===== config.mk =====
export PLATFORM = sky130hd
export DESIGN_NAME = lane_config_strap_and_route_ctrl
export DESIGN_NICKNAME = d
export VERILOG_FILES = /design/src/core/lcfg_pkg.sv /design/src/core/lane_route.sv /design/src/core/lane_config_strap_and_route_ctrl.sv
export SDC_FILE = /design/constraint.sdc
export NUM_CORES = 1
export LEC_CHECK = 0
export BUFFER_PORTS_ARGS = -buffer_cell sky130_fd_sc_hd__buf_2
export CELL_PAD_IN_SITES_DETAIL_PLACEMENT = 1
export CELL_PAD_IN_SITES_GLOBAL_PLACEMENT = 1
export CORE_ASPECT_RATIO = 0.5
export CORE_MARGIN = 1
export CORE_UTILIZATION = 35
export DETAILED_ROUTE_END_ITERATION = 12
export GPL_ROUTABILITY_DRIVEN = 0
export PLACE_DENSITY_LB_ADDON = 0.1
export REMOVE_ABC_BUFFERS = 1
export SKIP_LAST_GASP = 1
export SLEW_MARGIN = 20
export SYNTH_ARGS = -nofsm -noshare
export SYNTH_HDL_FRONTEND = slang
export SYNTH_SLANG_ARGS = --single-unit

===== constraint.sdc =====
create_clock -name core_clk -period 1.8 [get_ports core_clk]
set_clock_uncertainty 0.2 [all_clocks]
set_input_delay 0.54 -clock core_clk [delete_from_list [all_inputs] [get_ports core_clk]]
set_output_delay 0.54 -clock core_clk [all_outputs]
set_load 0.05 [all_outputs]

===== src/core/lcfg_pkg.sv =====
// Package: register map, field layout, carrier types and decode functions
package lcfg_pkg;

  // ----------------------------------------------------------------
  // Register offsets (byte addresses, one 32-bit word each)
  // ----------------------------------------------------------------
  localparam logic [7:0] OFF_STATUS = 8'h00;
  localparam logic [7:0] OFF_LOOP   = 8'h04;
  localparam logic [7:0] OFF_INOFF  = 8'h08;
  localparam logic [7:0] OFF_OUTOFF = 8'h0C;
  localparam logic [7:0] OFF_GRPA   = 8'h10;
  localparam logic [7:0] OFF_GRPB   = 8'h14;
  localparam logic [7:0] OFF_POWER  = 8'h18;

  // ----------------------------------------------------------------
  // Field positions
  // ----------------------------------------------------------------
  localparam int STAT_MODE_BIT = 8;
  localparam int LOOP_LSB      = 4;
  localparam int EMPHA_BIT     = 3;
  localparam int EMPHB_BIT     = 2;
  localparam int GRP_EQ_LSB    = 0;
  localparam int GRP_EMPH_LSB  = 4;
  localparam int GRP_SWING_LSB = 8;
  localparam int PWR_N_BIT     = 0;

  // ----------------------------------------------------------------
  // Types
  // ----------------------------------------------------------------
  typedef enum logic [1:0] {
    SRC_OFF  = 2'b00,
    SRC_RX_A = 2'b01,
    SRC_RX_B = 2'b10
  } tx_src_t;

  // Stored code set of one channel group
  typedef struct packed {
    logic [2:0] eqCode;
    logic [2:0] emphLevel;
    logic [1:0] swingCode;
  } grp_cfg_t;

  // Decoded settings of one channel group
  typedef struct packed {
    logic [6:0] eqGain;    // Tenths of a dB
    logic [9:0] swingMv;   // Differential mV
    logic [6:0] emphDb;    // Tenths of a dB
    logic       halfBit;   // 1 = half-bit, 0 = full-bit
  } group_out_t;

  // Routing of one lane
  typedef struct packed {
    logic    rxAOn;
    logic    rxBOn;
    tx_src_t txASrc;
    tx_src_t txBSrc;
    logic    squelchA;
    logic    squelchB;
  } lane_route_t;

  // Whole state of the top module
  typedef struct packed {
    logic              ack;
    logic [31:0]       rdData;
    logic              loaded;
    logic [3:0]        loopN;
    logic              emphModeA;
    logic              emphModeB;
    logic [7:0]        inOff;
    logic [7:0]        outOff;
    grp_cfg_t          cfgA;
    grp_cfg_t          cfgB;
    logic              pdN;
    group_out_t        outA;
    group_out_t        outB;
    logic              pdOut;
    lane_route_t [3:0] route;
  } state_t;

  localparam state_t ST_RESET = '0;

  // ----------------------------------------------------------------
  // Decode functions
  // ----------------------------------------------------------------
  function automatic logic [6:0] eq_gain_f(input logic [2:0] code);
    case (code)
      3'h0:    eq_gain_f = 7'h08;
      3'h1:    eq_gain_f = 7'h0A;
      3'h2:    eq_gain_f = 7'h0F;
      3'h3:    eq_gain_f = 7'h19;
      3'h4:    eq_gain_f = 7'h23;
      3'h5:    eq_gain_f = 7'h2C;
      3'h6:    eq_gain_f = 7'h3B;
      default: eq_gain_f = 7'h57;
    endcase
  endfunction : eq_gain_f

  function automatic logic [9:0] swing_mv_f(input logic [1:0] code);
    case (code)
      2'h0:    swing_mv_f = 10'h3E8;
      2'h1:    swing_mv_f = 10'h1F4;
      2'h2:    swing_mv_f = 10'h2BC;
      default: swing_mv_f = 10'h384;
    endcase
  endfunction : swing_mv_f

  function automatic logic [6:0] emph_db_f(input logic [2:0] code);
    case (code)
      3'h0:    emph_db_f = 7'h00;
      3'h1:    emph_db_f = 7'h19;
      3'h2:    emph_db_f = 7'h23;
      3'h3:    emph_db_f = 7'h2D;
      3'h4:    emph_db_f = 7'h37;
      3'h5:    emph_db_f = 7'h41;
      3'h6:    emph_db_f = 7'h4B;
      default: emph_db_f = 7'h55;
    endcase
  endfunction : emph_db_f

  // Merge write data into an old word by byte enables
  function automatic logic [31:0] apply_sel_f(input logic [31:0] oldW,
                                              input logic [31:0] newW,
                                              input logic [3:0]  sel);
    apply_sel_f = oldW;
    for (int b = 0; b < 4; b++)
    begin
      if (sel[b])
      begin
        apply_sel_f[b*8 +: 8] = newW[b*8 +: 8];
      end
    end
  endfunction : apply_sel_f

endpackage : lcfg_pkg


===== src/core/lane_route.sv =====
// Per-lane routing, buffer enables and squelch of one lane
`timescale 1ns/1ps
module lane_route
  import lcfg_pkg::*;
(
  // Effective lane controls
  input  wire logic  loopN,
  input  wire logic  inOffA,
  input  wire logic  inOffB,
  input  wire logic  outOffA,
  input  wire logic  outOffB,
  input  wire logic  powerDown,
  // Input level detect
  input  wire logic  sigA,
  input  wire logic  sigB,
  // Result
  output lane_route_t route
);

  // ----------------------------------------------------------------
  // Route decode
  // ----------------------------------------------------------------
  // Power-down wins over everything; a source that is off feeds nothing
  always_comb
  begin
    route = '0;
    route.rxAOn = ~inOffA & ~powerDown;          // [RL16] [RL17]
    route.rxBOn = ~inOffB & ~powerDown;          // [RL16] [RL17]
    // A transmitter only ever carries its own receiver
    if (~outOffA & ~powerDown & route.rxAOn)     // [RL12] [RL13] [RL20]
    begin
      route.txASrc = SRC_RX_A;
    end
    // B transmitter follows A receiver in loopback
    if (~outOffB & ~powerDown)                   // [RL15]
    begin
      if (~loopN)                                // [RL11] [RL13]
      begin
        route.txBSrc = route.rxAOn ? SRC_RX_A : SRC_OFF;
      end
      else                                       // [RL12] [RL20]
      begin
        route.txBSrc = route.rxBOn ? SRC_RX_B : SRC_OFF;
      end
    end
    // Squelch only where a driver is actually on
    route.squelchA = (route.txASrc == SRC_RX_A) & ~sigA;  // [RL10]
    case (route.txBSrc)
      SRC_RX_A: route.squelchB = ~sigA;                   // [RL10]
      SRC_RX_B: route.squelchB = ~sigB;                   // [RL10]
      default:  route.squelchB = 1'b0;
    endcase
  end

endmodule : lane_route


===== src/core/lane_config_strap_and_route_ctrl.sv =====
// Top: strap/register configuration select, Wishbone registers, routing
//
// Summary of operation
// [RL1] Mode-select high: straps drive configuration live, bus writes ignored.
// [RL2] Mode-select is never latched; its present level gates bus access.
// [RL3] Mode-select low: all control registers writable, registers set configuration.
// [RL4] Loopback, power-down, de-emphasis, eq and swing straps captured once after reset.
// [RL5] One 3-bit eq code per group, 0.8dB up to 8.7dB in eight steps.
// [RL6] Swing code: 00 1V, 01 0.5V, 10 0.7V, 11 0.9V.
// [RL7] Strength and de-emphasis shared by all channels of a group.
// [RL8] De-emphasis code 000 gives 0dB, then 2.5dB to 8.5dB in 1dB steps.
// [RL9] Half-bit de-emphasis after power-on; register write selects full-bit. Code instead loads the mode from emphModeGroupA/B after reset.
// [RL10] Sub-threshold input squelches the output to common mode.
// [RL11] Active-low loopback strap acts on all lanes; low feeds A receiver to B.
// [RL12] Loop 1, nothing disabled: A to A and B to B.
// [RL13] Loop 0, B input off: A receiver broadcast to both transmitters.
// [RL14] Software picks one loopback setting at start and keeps it.
// [RL15] Disabled inputs and outputs are powered down for mux and demux use.
// [RL16] Input-disable 1 turns input buffer and termination off.
// [RL17] Power-down strap low turns every input and output off.
// [RL18] De-emphasis mode 1 selects half-bit, 0 selects full-bit.
// [RL19] Each setting is muxed: straps when mode-select high, registers when low.
// [RL20] Loop 1, A side off: B receiver to B transmitter, A transmitter off.
`timescale 1ns/1ps
module lane_config_strap_and_route_ctrl
  import lcfg_pkg::*;
(
  // Clock and reset
  input  wire logic        core_clk,
  input  wire logic        arst_n,
  // Wishbone classic slave
  input  wire logic        cyc_i,
  input  wire logic        stb_i,
  input  wire logic        we_i,
  input  wire logic [7:0]  adr_i,
  input  wire logic [3:0]  sel_i,
  input  wire logic [31:0] dat_i,
  output logic      [31:0] dat_o,
  output logic             ack_o,
  // Mode and global straps
  input  wire logic        modeSelect,
  input  wire logic        loopbackStrapN,
  input  wire logic        powerdownStrapN,
  input  wire logic        emphModeGroupA,
  input  wire logic        emphModeGroupB,
  // Group straps: bit 2 msb, bit 1 mid, bit 0 lsb
  input  wire logic [2:0]  eqCodeA,
  input  wire logic [2:0]  eqCodeB,
  input  wire logic [1:0]  swingCodeA,
  input  wire logic [1:0]  swingCodeB,
  input  wire logic [2:0]  emphLevelA,
  input  wire logic [2:0]  emphLevelB,
  // Input level detect, one bit per lane
  input  wire logic [3:0]  levelDetectA,
  input  wire logic [3:0]  levelDetectB,
  // Effective configuration
  output group_out_t       groupCfgA,
  output group_out_t       groupCfgB,
  output logic             powerDown,
  output lane_route_t [3:0] laneRoute
);

  // ----------------------------------------------------------------
  // State
  // ----------------------------------------------------------------
  state_t            st_reg;
  state_t            st_next;

  // Effective controls and helpers
  logic [3:0]        effLoopN;
  logic [7:0]        effInOff;
  logic [7:0]        effOutOff;
  grp_cfg_t          effCfgA;
  grp_cfg_t          effCfgB;
  logic              effHalfA;
  logic              effHalfB;
  logic              effPd;
  lane_route_t [3:0] routeComb;
  logic [7:0]        sigByte;
  logic [7:0]        addrWord;
  logic [31:0]       rdWord;
  logic [31:0]       wrWord;
  logic              busHit;
  logic              busWrite;
  logic              writeOk;

  // ----------------------------------------------------------------
  // Effective configuration select
  // ----------------------------------------------------------------
  // Straps have no per-lane disables, so strap mode runs every buffer on unless the power-down strap is low
  always_comb
  begin
    if (modeSelect)                                      // [RL1] [RL2] [RL19]
    begin
      effLoopN  = {4{loopbackStrapN}};                   // [RL11]
      effInOff  = 8'h00;
      effOutOff = 8'h00;
      effCfgA   = '{eqCodeA, emphLevelA, swingCodeA};
      effCfgB   = '{eqCodeB, emphLevelB, swingCodeB};
      effHalfA  = emphModeGroupA;
      effHalfB  = emphModeGroupB;
      effPd     = ~powerdownStrapN;                      // [RL17]
    end
    else                                                 // [RL3] [RL19]
    begin
      effLoopN  = st_reg.loopN;
      effInOff  = st_reg.inOff;
      effOutOff = st_reg.outOff;
      effCfgA   = st_reg.cfgA;
      effCfgB   = st_reg.cfgB;
      effHalfA  = st_reg.emphModeA;
      effHalfB  = st_reg.emphModeB;
      effPd     = ~st_reg.pdN;
    end
  end

  // ----------------------------------------------------------------
  // Lane routing
  // ----------------------------------------------------------------
  // Lane l: loop bit 3-l, A disable bit 7-2l, B disable bit 6-2l
  for (genvar l = 0; l < 4; l++)
  begin : g_lane
    lane_route u_route (
      .loopN     (effLoopN[3-l]),
      .inOffA    (effInOff[7-2*l]),
      .inOffB    (effInOff[6-2*l]),
      .outOffA   (effOutOff[7-2*l]),
      .outOffB   (effOutOff[6-2*l]),
      .powerDown (effPd),
      .sigA      (levelDetectA[l]),
      .sigB      (levelDetectB[l]),
      .route     (routeComb[l])
    );
  end

  // ----------------------------------------------------------------
  // Register read mux
  // ----------------------------------------------------------------
  // Signal detect packed A0,B0,A1,B1.. from bit 7 down
  always_comb
  begin
    sigByte = 8'h00;
    for (int l = 0; l < 4; l++)
    begin
      sigByte[7-2*l] = levelDetectA[l];
      sigByte[6-2*l] = levelDetectB[l];
    end
  end

  assign addrWord = {adr_i[7:2], 2'b00};

  // Unmapped words read as zero
  always_comb
  begin
    rdWord = 32'h0000_0000;
    case (addrWord)
      OFF_STATUS:
      begin
        rdWord[7:0]           = sigByte;
        rdWord[STAT_MODE_BIT] = modeSelect;
      end
      OFF_LOOP:
      begin
        rdWord[LOOP_LSB +: 4] = st_reg.loopN;
        rdWord[EMPHA_BIT]     = st_reg.emphModeA;
        rdWord[EMPHB_BIT]     = st_reg.emphModeB;
      end
      OFF_INOFF:  rdWord[7:0] = st_reg.inOff;
      OFF_OUTOFF: rdWord[7:0] = st_reg.outOff;
      OFF_GRPA:
      begin
        rdWord[GRP_EQ_LSB +: 3]    = st_reg.cfgA.eqCode;
        rdWord[GRP_EMPH_LSB +: 3]  = st_reg.cfgA.emphLevel;
        rdWord[GRP_SWING_LSB +: 2] = st_reg.cfgA.swingCode;
      end
      OFF_GRPB:
      begin
        rdWord[GRP_EQ_LSB +: 3]    = st_reg.cfgB.eqCode;
        rdWord[GRP_EMPH_LSB +: 3]  = st_reg.cfgB.emphLevel;
        rdWord[GRP_SWING_LSB +: 2] = st_reg.cfgB.swingCode;
      end
      OFF_POWER:  rdWord[PWR_N_BIT] = st_reg.pdN;
      default:    rdWord = 32'h0000_0000;
    endcase
  end

  // Read-modify merge keeps untouched byte lanes
  assign wrWord   = apply_sel_f(rdWord, dat_i, sel_i);
  assign busHit   = cyc_i & stb_i;
  assign busWrite = busHit & we_i & st_reg.ack;
  // Mode-select is looked at live on every write
  assign writeOk  = busWrite & ~modeSelect & st_reg.loaded;   // [RL1] [RL2] [RL3]

  // ----------------------------------------------------------------
  // Next state
  // ----------------------------------------------------------------
  always_comb
  begin
    st_next = st_reg;
    // One wait cycle, then ack for one cycle; refused writes still ack
    st_next.ack = busHit & ~st_reg.ack;
    if (busHit & ~st_reg.ack)
    begin
      st_next.rdData = rdWord;
    end
    if (writeOk)
    begin
      case (addrWord)
        OFF_LOOP:
        begin
          st_next.loopN     = wrWord[LOOP_LSB +: 4];
          st_next.emphModeA = wrWord[EMPHA_BIT];     // [RL9]
          st_next.emphModeB = wrWord[EMPHB_BIT];     // [RL9]
        end
        OFF_INOFF:  st_next.inOff  = wrWord[7:0];    // [RL15]
        OFF_OUTOFF: st_next.outOff = wrWord[7:0];    // [RL15]
        OFF_GRPA:
        begin
          st_next.cfgA.eqCode    = wrWord[GRP_EQ_LSB +: 3];
          st_next.cfgA.emphLevel = wrWord[GRP_EMPH_LSB +: 3];
          st_next.cfgA.swingCode = wrWord[GRP_SWING_LSB +: 2];
        end
        OFF_GRPB:
        begin
          st_next.cfgB.eqCode    = wrWord[GRP_EQ_LSB +: 3];
          st_next.cfgB.emphLevel = wrWord[GRP_EMPH_LSB +: 3];
          st_next.cfgB.swingCode = wrWord[GRP_SWING_LSB +: 2];
        end
        OFF_POWER:  st_next.pdN = wrWord[PWR_N_BIT];
        default:    st_next.pdN = st_reg.pdN;
      endcase
    end
    // Straps are caught once by a clocked capture after reset release
    if (~st_reg.loaded)                                   // [RL4]
    begin
      st_next.loaded    = 1'b1;
      st_next.loopN     = {4{loopbackStrapN}};
      st_next.pdN       = powerdownStrapN;
      st_next.emphModeA = emphModeGroupA;                 // [RL9]
      st_next.emphModeB = emphModeGroupB;                 // [RL9]
      st_next.cfgA      = '{eqCodeA, emphLevelA, swingCodeA};
      st_next.cfgB      = '{eqCodeB, emphLevelB, swingCodeB};
    end
    // Group decode: one setting shared by all four channels of a group
    st_next.outA = '{eq_gain_f(effCfgA.eqCode),           // [RL5] [RL7]
                     swing_mv_f(effCfgA.swingCode),       // [RL6]
                     emph_db_f(effCfgA.emphLevel),        // [RL8]
                     effHalfA};                           // [RL18]
    st_next.outB = '{eq_gain_f(effCfgB.eqCode),           // [RL5] [RL7]
                     swing_mv_f(effCfgB.swingCode),       // [RL6]
                     emph_db_f(effCfgB.emphLevel),        // [RL8]
                     effHalfB};                           // [RL18]
    st_next.pdOut = effPd;                                // [RL17]
    st_next.route = routeComb;
  end

  // ----------------------------------------------------------------
  // State register
  // ----------------------------------------------------------------
  always_ff @(posedge core_clk or negedge arst_n)
  begin
    if (!arst_n)
    begin
      st_reg <= ST_RESET;
    end
    else
    begin
      st_reg <= st_next;
    end
  end

  // Outputs straight from flops
  assign ack_o     = st_reg.ack;
  assign dat_o     = st_reg.rdData;
  assign groupCfgA = st_reg.outA;
  assign groupCfgB = st_reg.outB;
  assign powerDown = st_reg.pdOut;
  assign laneRoute = st_reg.route;
endmodule : lane_config_strap_and_route_ctrl


# Yosys cells after proc, flatten, opt, wreduce, memory -nomap -nowiden
# Cells that the tools add are included.
[op_classes]
eq_ne = 51
n_mux = 57
n_bitwise = 59
reduce_logical = 13
[op_table]
columns = ["op", "n"]
rows = [
  ["7-bit case mux with 7 select lines", 4],
  ["8-bit 2-to-1 mux", 9],
  ["10-bit case mux with 3 select lines", 2],
  ["39-bit 2-to-1 mux", 1],
  ["3-bit equality test, second input constant", 12],
  ["1-bit AND", 30],
  ["1-bit NOT", 29],
  ["2-bit 2-to-1 mux", 13],
  ["3-bit by 2-bit equality test with 1-bit output, second input constant", 8],
  ["6-bit by 3-bit equality test with 1-bit output, second input constant", 3],
  ["3-bit case mux with 6 select lines", 1],
  ["17-bit 2-to-1 mux", 1],
  ["2-bit by 1-bit equality test with 1-bit output, second input constant", 6],
  ["2-bit equality test, second input constant", 6],
  ["3-bit by 1-bit equality test with 1-bit output, second input constant", 4],
  ["6-bit by 2-bit equality test with 1-bit output, second input constant", 2],
  ["3-bit logical NOT", 4],
  ["1-bit 2-to-1 mux", 12],
  ["6-bit 2-to-1 mux", 2],
  ["1-bit case mux with 6 select lines", 2],
  ["2-bit AND reduction", 6],
  ["2-bit by 1-bit != test with 1-bit output, second input constant", 5],
  ["1-bit case mux with 2 select lines", 5],
  ["8-bit logical NOT", 1],
  ["7 further kinds", 12],
]
[totals]
reg_bits = 134
inputBits = 78
out_inout_bits = 116
word_cells = 228

# Logic depth before layout (Yosys ltp)
# Gate-level depths: netlist (run 1).
[depth]
depth_word = 9
depth_mapped = 9
mapped_depth_nobuf = 8

# Hierarchy
# A second synthesis (run 1) with hierarchy kept.
[unflattened]
cells_unflattened = 666
hier_area_um2 = 6911.6
[modules_own_cells]
columns = ["mod", "n_inst", "cells_per_inst", "area_per_inst_um2", "seq_area_each_um2"]
rows = [
  ["lane_config_strap_and_route_ctrl", 1, 606, 6411.1, 3203.1],
  ["lane_route", 4, 15, 125.1, 0.0],
]

# Least setup slack after synthesis (run 1)
# No wires, ideal clock.
[synth_path]
path_type = "input to register"
from = "in adr_i[3]"
to = "reg st_reg[121] (netlist name)"
setup_ps = 124
t_arrival_ps = 2037
required_ps = 1476
path_slack_ps = -561
stages = 7
n_path_buf = 2
cell_sequence = "clkbuf_1 > or2b_1 > or4_4 > buf_6 > nand2_2 > o21ai_2 > a211o_1"
[synth_between]
elab_chain_len = 6
word_cells_on_any_way = 11
cone_classes = "eq/ne: 4; mux: 5; reduce/logical: 2"
[synth_rtl]
columns = ["item", "line", "rtl"]
rows = [
  ["start: declaration", "lane_config_strap_and_route_ctrl.sv:35", "input wire logic [7:0] adr_i,"],
  ["6-bit by 2-bit equality test with 1-bit output, or another cell as far along", "lane_config_strap_and_route_ctrl.sv:156", "case (addrWord)"],
  ["1-bit case mux with 4 select lines", "lane_config_strap_and_route_ctrl.sv:156", ""],
  ["8-bit 2-to-1 mux", "lcfg_pkg.sv:127", "if (sel[b])"],
  ["6-bit 2-to-1 mux", "lane_config_strap_and_route_ctrl.sv:208", "case (addrWord)"],
  ["39-bit 2-to-1 mux", "lane_config_strap_and_route_ctrl.sv:206", "if (writeOk)"],
  ["6-bit 2-to-1 mux", "lane_config_strap_and_route_ctrl.sv:234", "if (~st_reg.loaded)"],
  ["end signal: assignment", "lane_config_strap_and_route_ctrl.sv:268", "st_reg <= st_next;"],
  ["end: declaration", "lane_config_strap_and_route_ctrl.sv:66", "state_t st_reg;"],
]
# Several ways; a longest one is shown, not always the timed one. The select of a mux whose other input is x is not followed.
# A chain may end at the register's enable or synchronous reset.

# Worst setup path in the final report (run 1)
[layout_path]
from = "in adr_i[5]"
to = "reg st_reg[84] (netlist name)"
[layout_between]
elab_chain_len = 6
word_cells_on_any_way = 10
cone_classes = "eq/ne: 3; mux: 5; reduce/logical: 2"
[layout_rtl]
columns = ["item", "line"]
rows = [
  ["6-bit by 3-bit equality test with 1-bit output, or another cell as far along", "lane_config_strap_and_route_ctrl.sv:156, lane_config_strap_and_route_ctrl.sv:208"],
  ["1-bit case mux with 3 select lines", "lane_config_strap_and_route_ctrl.sv:156"],
  ["2-bit 2-to-1 mux", "lcfg_pkg.sv:127"],
  ["8-bit 2-to-1 mux", "lane_config_strap_and_route_ctrl.sv:208"],
  ["39-bit 2-to-1 mux", "lane_config_strap_and_route_ctrl.sv:206"],
  ["17-bit 2-to-1 mux", "lane_config_strap_and_route_ctrl.sv:234"],
]
# Several ways; a longest one is shown, not always the timed one. The select of a mux whose other input is x is not followed.

==> flow_summary.json, run 1 <==
{
  "routed_via_density": 4.854,
  "setup_viol_count_final": 41,
  "cts-root-buf": "clkbuf_16",
  "ys_warn_count": 0,
  "timing.fmax_mhz": 503.3,
  "drive_gt1_frac": 0.5006,
  "violations": "negative setup slack",
  "dpl.cell_count": 1039,
  "cts_tree": "done",
  "internal_power_uw": 6289,
  "area_delta_synth_final_pct": 41.95,
  "ys_top_cells_by_count": "dfrtp_1, buf_4, nand2_1, o21ai_0, inv_1",
  "setup_ws_ns": -0.1868,
  "grt_max_degree": 36,
  "seq_area_frac_synth": 0.4739,
  "crit_family": "simple AND/OR/NAND/NOR gates",
  "first_iter_violations": 198,
  "initial_core_util": 0.3673,
  "critical_path_class": "in -> reg",
  "p_per_area_nw_per_um2": 979.4,
  "synth_edf_count": 0,
  "switchingPower_uw": 2813,
  "max_cap_violations": 0,
  "seqPwrFrac": 0.344,
  "ios": 194,
  "worstMarginPinSlew_ns": 0.6134,
  "rsz0062_at_grt": "yes",
  "holdPathEnd": "groupCfgA[0]",
  "yosysTopAreaCell": "dfrtp_1",
  "power_leakage_uw": 0.004538,
  "netlist_area_um2": 6548,
  "p_comb_frac": 0.226,
  "cp.arrival_ns": 2.10,
  "whs_path_depth": 2,
  "peakVddDrop_uv": 677.6,
  "r2r-start": "ack_o",
  "die_area_um2": 19290,
  "hold_violations": 0,
  "htreeDepth": 4,
  "cp_max_fo": 5,
  "critical_path.endpoint_type": "flip-flop",
  "swShare": 0.3090,
  "grt_pass1_vias": 5492,
  "cts_made_buffers": 17,
  "synth-seq-cells": 124,
  "dieHeight_um": 98.72,
  "drt_drc_violations_left": 0,
  "pwr-share-clk": 0.429,
  "synthFlopType": "dfrtp_1",
  "netlist_instances": 648,
  "fp-row-count": 34,
  "wire_per_inst_um": 18.75,
  "status": "finished with violations",
  "min_path_type": "in -> reg",
  "clock_latency_ns": 0.42,
  "via_count": 5335,
  "gr-total-overflow": 0,
  "largest_register_ffs": 39,
  "synthDominantCellAreaShare": 0.4739,
  "min_period_ns": 1.987,
  "synthTopCellsByArea": "dfrtp_1, buf_4, o21ai_0",
  "synthArstFlopShare": 1.000,
  "timing.final.crit_share": 1.104,
  "grt_usage": 0.2172,
  "die_w_um": 195.4,
  "rrSetupSlack_ns": -0.15,
  "grt_pass1_wl_um": 31450,
  "worst_path_most_repeated_cell": "buf_6",
  "yosysMostFrequentCell": "dfrtp_1",
  "min_from": "emphModeGroupA",
  "first_pass_iters": 4,
  "final_cells": 1099,
  "ant_nets": 0,
  "path_depth": 7,
  "port_buffers": 137,
  "antenna_found_initial": 2,
  "fin_nets": 945,
  "routed_wl_um": 20610,
  "reg2reg_depth": 8,
  "slew_viol_final": 0,
  "critPathBufInv": 3,
  "syn_avg_cell_area_um2": 10.10,
  "critPathSlowestCell": "or4b_4",
  "start_kind": "input port",
  "cts_sinks": 124,
  "path_cells": "buf_6 > or4b_4 > nor3_4 > buf_4 > buf_6 > a211oi_2 > o311ai_2",
  "dp_slack_ns": -0.6891,
  "hpwlAfterDp_um": 14680,
  "critical_path.max_stage_delay_ns": 0.62,
  "slew_headroom": 0.5902,
  "cp.required_ns": 1.92,
  "core_area_um2": 17820,
  "synth_cell_types": 60,
  "clock_path_buffers": 2,
  "crit-reg2reg-capture": "st_reg[117]",
  "clk_pin_slew_ns": 0.06
}
logic make-up after synthesis:
family,Yosys count,share of synthesized area
and+or+nand+nor,176,0.1450
buffers and inverters,172,0.1666
DFF,124,0.4739
AOI/OAI and AO/OA,120,0.1191
muxes,34,0.05828
adders and majority gates,16,0.03057
xor gates and xnor gates,4,0.005352
other,2,0.001147
worst max path at each step:
stage / start / end / slack (ns)
2_1_floorplan: groupCfgA[15] / st_reg[100] / -1.23
3_3_place_gp: adr_i[4] / st_reg[121] / -0.63
3_5_place_dp: adr_i[5] / st_reg[114] / -0.69
4_1_cts: adr_i[5] / st_reg[121] / -0.17
5_1_grt: ack_o / st_reg[108] / -0.24
6_report: adr_i[5] / st_reg[84] / -0.19
area by class of cell:
| cell class | instances | area, um^2 |
|---|---|---|
| Multi-Input combinational cell | 381 | 3012 |
| Inverter | 36 | 135.1 |
| Sequential cell | 124 | 3105 |
| Timing Repair Buffer | 291 | 2083 |
| Clock buffer | 25 | 505.5 |
| Fill cell | 1970 | 8531 |
| Antenna cell | 2 | 5.005 |
| Clock inverter | 6 | 155.1 |
| Tap cell | 234 | 292.8 |
layout by cell type, fill, tap and decap left out, drive strengths merged, types with 6 or more instances in the layout:
cell type  Yosys  routed
ha            16      16
a31oi          9       9
conb           2      31
clkbuf        11      32
o21ai         49      49
mux2i         19      19
nor2          20      20
nor3          12      12
inv           36      36
o221ai        10      10
buf          125     283
nor3b          9       9
nand4          6       6
nor2b         12      12
o21a           6       6
nand2b        16      16
dfrtp        124     124
o31ai          6       6
nand3         31      31
a21oi         15      15
mux2          13      13
a21boi         7       7
nand2         47      47
metal layers:
layer,wire (um),vias to the layer above,track usage
li1,-,2492,-
met1,9780,2667,0.2976
met2,9307,151,0.3349
met3,1254,23,0.06263
met4,255,2,0.06118
met5,10,-,0
timing repair:
item                                    in CTS  in global routing
pin swaps                                   31                 32
endpoints found under the setup margin      60                 72
hold buffers                                 1                  0
cloned                                       2                  1
resized for setup                           80                101
hold endpoints to repair                    10                  0
buffers inserted                            10                 16
power by group through the flow:
stage / logic (uW) / clock network, uW / registers [uW]
after floorplan: 519 / 0 / 3790
after global placement: 1890 / 0 / 3160
after global routing: 2190 / 4100 / 3160
after CTS: 1990 / 3990 / 3130
after detailed placement: 1920 / 0 / 3160
final: 2060 / 3910 / 3130
stage by stage:
stage	instance area, um^2	utilization	hold WS [ns]	setup TNS, ns	power (uW)
floorplan	5700	-	0.04441	-40.76	4313
global placement	7722	0.4332	0.2363	-42.13	5052
detailed placement	7722	0.4332	0.2362	-44.98	5080
CTS	8781	0.4926	0.1472	-3.107	9107
global route	9289	0.5211	0.1655	-6.372	9441
finish	9294	0.5214	0.1663	-3.921	9102
Power figures use the tool's default switching activity.
==> inputs of run 2 (changes only) <==
- clock period: 1.8 -> 2.23 ns (I/O delays scaled with it)
==> flow_summary.json, run 2 (synthesized netlist as in run 1, its figures left out) <==
{
  "postCtsSetupBuffers": 0,
  "seqPwrFrac": 0.359,
  "final_cell_mix": "buf_2, dfrtp_1, buf_4",
  "grt_max_degree": 51,
  "largest_register_ffs": 39,
  "final_cells": 1047,
  "die_area_um2": 19290,
  "status": "finished, final reports clean",
  "p_per_area_nw_per_um2": 854.0,
  "internal_power_uw": 4747,
  "die_w_um": 195.4,
  "top_layer": "met5",
  "cp.required_ns": 2.37,
  "hpwlAfterDp_um": 14170,
  "clock_path_buffers": 2,
  "grt_usage": 0.2035,
  "htreeDepth": 4,
  "final_area_um2": 8194,
  "via_count": 4999,
  "critical_path.endpoint_type": "flip-flop",
  "reg2reg_depth": 8,
  "grt_pass1_wl_um": 29500,
  "dpl.cell_count": 1013,
  "r2r-start": "ack_o",
  "swShare": 0.3216,
  "antenna_found_initial": 1,
  "first_pass_iters": 4,
  "crit-reg2reg-capture": "st_reg[115]",
  "rrSetupSlack_ns": 0.30,
  "cp.arrival_ns": 2.31,
  "timing.fmax_mhz": 460.5,
  "cp_max_fo": 7,
  "start_kind": "input port",
  "first_iter_violations": 276,
  "max_cap_violations": 0,
  "clock_latency_ns": 0.42,
  "timing.hold.ws_ns": 0.2351,
  "hold_violations": 0,
  "power_leakage_uw": 0.004063,
  "wl_met2_um": 8057,
  "pwr-share-clk": 0.427,
  "clk_pin_slew_ns": 0.06,
  "cts_made_buffers": 17,
  "num-fill-cells": 2023,
  "wire_per_inst_um": 17.65,
  "gr-total-overflow": 0,
  "switchingPower_uw": 2250,
  "cts-root-buf": "clkbuf_16",
  "min_from": "levelDetectA[2]",
  "multi_input_area_um2": 2505,
  "regArea_um2": 3103,
  "grt_pass1_vias": 5231,
  "cts_tree": "done",
  "rsz0062_at_grt": "yes",
  "initial_core_util": 0.3673,
  "dpl_cell_area_um2": 7502,
  "min_period_ns": 2.171,
  "ant_nets": 0,
  "cts_sinks": 124,
  "m1WireLength_um": 9289,
  "ios": 194,
  "peakVddDrop_uv": 537.0,
  "port_buffers": 137,
  "dieHeight_um": 98.72,
  "timing.final.crit_share": 0.9737,
  "drt_drc_violations_left": 0,
  "whs_path_depth": 2,
  "critical_path_class": "in -> reg",
  "worstMarginPinSlew_ns": 0.5251,
  "dp_slack_ns": -0.4065,
  "min_path_type": "in -> reg",
  "slew_viol_final": 0,
  "routed_wl_um": 18480,
  "p_comb_frac": 0.213,
  "fin_nets": 893,
  "routed_via_density": 4.775,
  "wl_met3_um": 984,
  "drive_gt1_frac": 0.3756,
  "fp-row-count": 34,
  "setup_ws_ns": 0.05858,
  "holdPathEnd": "laneRoute[17]",
  "final_common_cell": "buf_2",
  "slew_headroom": 0.6462,
  "core_area_um2": 17820,
  "p_total_uw": 6998,
  "setup_viol_count_final": 0,
  "area_delta_synth_final_pct": 25.15
}
-- run 2: cell count changes in the layout (fill, tap and decap cells not counted), sizes merged --
| cell | delta |
|---|---|
| buf | -45 |
| clkinvlp | +2 |
| clkbuf | -14 |
| inv | +1 |
| clkinv | +6 |
| diode | -1 |
| bufinv | -1 |
-- run 2: how the worst max path moves through the flow --
| stage | slack [ns] | startpoint | to |
|---|---|---|---|
| 6_report | 0.06 | adr_i[5] | st_reg[93] |
| 5_1_grt | -0.03 | adr_i[5] | st_reg[97] |
| 4_1_cts | 0.01 | adr_i[5] | st_reg[97] |
| 3_5_place_dp | -0.41 | adr_i[5] | st_reg[86] |
| 3_3_place_gp | -0.40 | adr_i[5] | st_reg[86] |
| 2_1_floorplan | -0.80 | groupCfgA[15] | st_reg[100] |
-- run 2: critical path, cell delays in order --
cell      delay [ns]
buf_2           0.11
or4b_1          0.53
buf_6           0.17
or3_1           0.40
o21ai_2         0.18
nand2_1         0.07
o221ai_1        0.17
-- run 2: timing repair --
action	4_1_cts	5_1_grt
hold endpoints to repair	22	0
endpoints found under the setup margin	0	13
hold buffers	1	0
gates resized for setup	0	8
-- run 2: final cells by class --
class / count / share of cell area
flip-flops and latches: 124 / 0.3787
inverters: 36 / 0.01649
clock buffers: 18 / 0.05360
multi-input cells: 381 / 0.3057
diodes: 1 / 0.0003054
clock inverters: 14 / 0.02367
repair buffers: 239 / 0.1858
well taps: 234 / 0.03573
-- run 2: per-stage QoR --
stage	util	setup TNS, ns
after detailed placement	0.4209	-14.89
final	0.4597	0
after global routing	0.4596	-0.02974
after floorplan	-	-22.31
after global placement	0.4209	-12.91
after CTS	0.4570	0
-- run 2: metal layers --
layer / vias up / global-route usage
li1: 2383 / -
met1: 2492 / 0.2888
met2: 110 / 0.3022
met3: 12 / 0.05681
met4: 2 / 0.05815
met5: - / 0
-- run 2: power by group through the flow --
stage	combinational (uW)	sequential, uW	clock, uW
finish	1490	2520	2990
global route	1600	2540	3150
global placement	1470	2550	0
floorplan	419	3060	0
detailed placement	1490	2550	0
CTS	1500	2520	3050
==> inputs of run 3 (changes only) <==
==> constraint.sdc (replaced) <==
create_clock -name core_clk -period 2.23 [get_ports core_clk]
set_clock_uncertainty 0.2 [all_clocks]
set_input_delay 0.1115 -clock core_clk [delete_from_list [all_inputs] [get_ports core_clk]]
set_output_delay 0.1115 -clock core_clk [all_outputs]
set_load 0.05 [all_outputs]
==> flow_summary.json, run 3 (synthesized netlist as in run 1, its figures left out) <==
{
  "status": "finished, final reports clean",
  "num-fill-cells": 2057,
  "initial_core_util": 0.3673,
  "path_cells": "buf_2 > or4b_1 > buf_4 > or3_1 > o21ai_1 > nand2_1 > o221ai_1 > dlygate4sd3_1",
  "timing.final.crit_share": 0.9573,
  "slew_headroom": 0.5635,
  "hold_violations": 0,
  "timing.fmax_mhz": 468.5,
  "critical_path.endpoint_type": "flip-flop",
  "peakVddDrop_uv": 550.2,
  "fin_nets": 873,
  "core_area_um2": 17820,
  "multi_input_area_um2": 2465,
  "gr-total-overflow": 0,
  "drt_drc_violations_left": 0,
  "final_cell_mix": "buf_2, dfrtp_1, nand2_1",
  "rrSetupSlack_ns": 0.16,
  "largest_register_ffs": 39,
  "timing.hold.ws_ns": 0.02886,
  "first_pass_iters": 4,
  "routed_wl_um": 18350,
  "grt_max_degree": 60,
  "regArea_um2": 3103,
  "via_count": 4920,
  "critPathSlowestCell": "dlygate4sd3_1",
  "wire_per_inst_um": 17.91,
  "final_common_cell": "buf_2",
  "cp_max_fo": 7,
  "die_area_um2": 19290,
  "slew_viol_final": 0,
  "rsz0062_at_grt": "no",
  "critical_path.max_stage_delay_ns": 0.57,
  "clk_pin_slew_ns": 0.06,
  "hpwlAfterDp_um": 13580,
  "grt_pass1_wl_um": 29380,
  "dp_slack_ns": -0.03445,
  "start_kind": "input port",
  "setup_ws_ns": 0.09530,
  "final_area_um2": 7980,
  "drive_gt1_frac": 0.3021,
  "die_w_um": 195.4,
  "first_iter_violations": 252,
  "dpl_cell_area_um2": 6999,
  "min_from": "dat_i[5]",
  "cts-root-buf": "clkbuf_16",
  "port_buffers": 137,
  "grt_pass1_vias": 5174,
  "ant_nets": 0,
  "cp.required_ns": 2.39,
  "p_total_uw": 6575,
  "dieHeight_um": 98.72,
  "p_per_area_nw_per_um2": 823.9,
  "clock_path_buffers": 2,
  "ios": 194,
  "holdPathEnd": "st_reg[119]",
  "grt_usage": 0.2027,
  "n_antenna_cell": 0,
  "cp.arrival_ns": 2.29,
  "r2r-start": "ack_o",
  "cts_tree": "done",
  "crit-reg2reg-capture": "st_reg[93]",
  "clock_latency_ns": 0.43,
  "fp-row-count": 34,
  "htreeDepth": 4,
  "worstMarginPinSlew_ns": 0.6365,
  "whs_path_depth": 4,
  "reg2reg_depth": 7,
  "max_cap_violations": 0,
  "cts_sinks": 124,
  "fin_setup_tns_ns": 0,
  "power_leakage_uw": 0.003864,
  "routed_via_density": 4.800,
  "min_path_type": "in -> reg",
  "cts_made_buffers": 17,
  "min_period_ns": 2.135,
  "critical_path_class": "in -> reg",
  "setup_viol_count_final": 0,
  "area_delta_synth_final_pct": 21.88,
  "antenna_found_initial": 0
}
[run 3: changes by cell type in the layout (fill, tap and decap cells not counted), moves of 3 or more]
| cell | previous run | this run |
|---|---|---|
| clkinvlp_4 | 2 | 6 |
| dlygate4sd3_1 | 1 | 40 |
| clkinv_4 | 4 | 0 |
| buf_4 | 96 | 40 |
| bufinv_16 | 4 | 1 |
[run 3: worst max-delay path by stage]
stage                  startpoint           to  cells after the start
global route             adr_i[5]   st_reg[93]                      8
floorplan           groupCfgA[15]  st_reg[100]                      3
detailed placement       adr_i[5]   st_reg[86]                      7
CTS                         ack_o   st_reg[93]                      7
finish                   adr_i[5]   st_reg[93]                      8
global placement         adr_i[5]   st_reg[86]                      7
[run 3: per-stage QoR]
stage	cells	util
after floorplan	541	-
after global placement	951	0.3927
after detailed placement	951	0.3927
after CTS	1023	0.4467
after global routing	1025	0.4477
final	1025	0.4477
[run 3: final cells by class]
class / instances / area share
clock buffers: 19 / 0.05550
clock inverters: 12 / 0.01254
inverters: 36 / 0.01693
multi-input cells: 381 / 0.3089
flip-flops and latches: 124 / 0.3888
well taps: 234 / 0.03669
repair buffers: 219 / 0.1806
[run 3: worst max-delay path, delay by kind of cell]
family	cells	cell delay, ns
AND/OR/NAND/NOR	3	0.97
AO/OA/AOI/OAI	2	0.35
buffers and inverters	3	0.86
[run 3: what timing repair did]
action,4_1_cts,5_1_grt
setup endpoints to repair,0,1
setup buffers,0,2
hold buffers,41,0
hold endpoints to repair,208,0
resized for setup,0,1
[run 3: power breakdown]
part	internal, uW	switching [uW]	total (uW)
Clock	1540	1060	2600
Combinational	393	1070	1460
Sequential	2430	86.8	2520
[run 3: routing by layer]
metal | up-vias | GRT usage | routed length [um]
met5 | - | 0 | 0
li1 | 2336 | - | -
met1 | 2441 | 0.2909 | 9445
met2 | 126 | 0.3003 | 7887
met3 | 17 | 0.04552 | 817
met4 | 0 | 0.07087 | 204
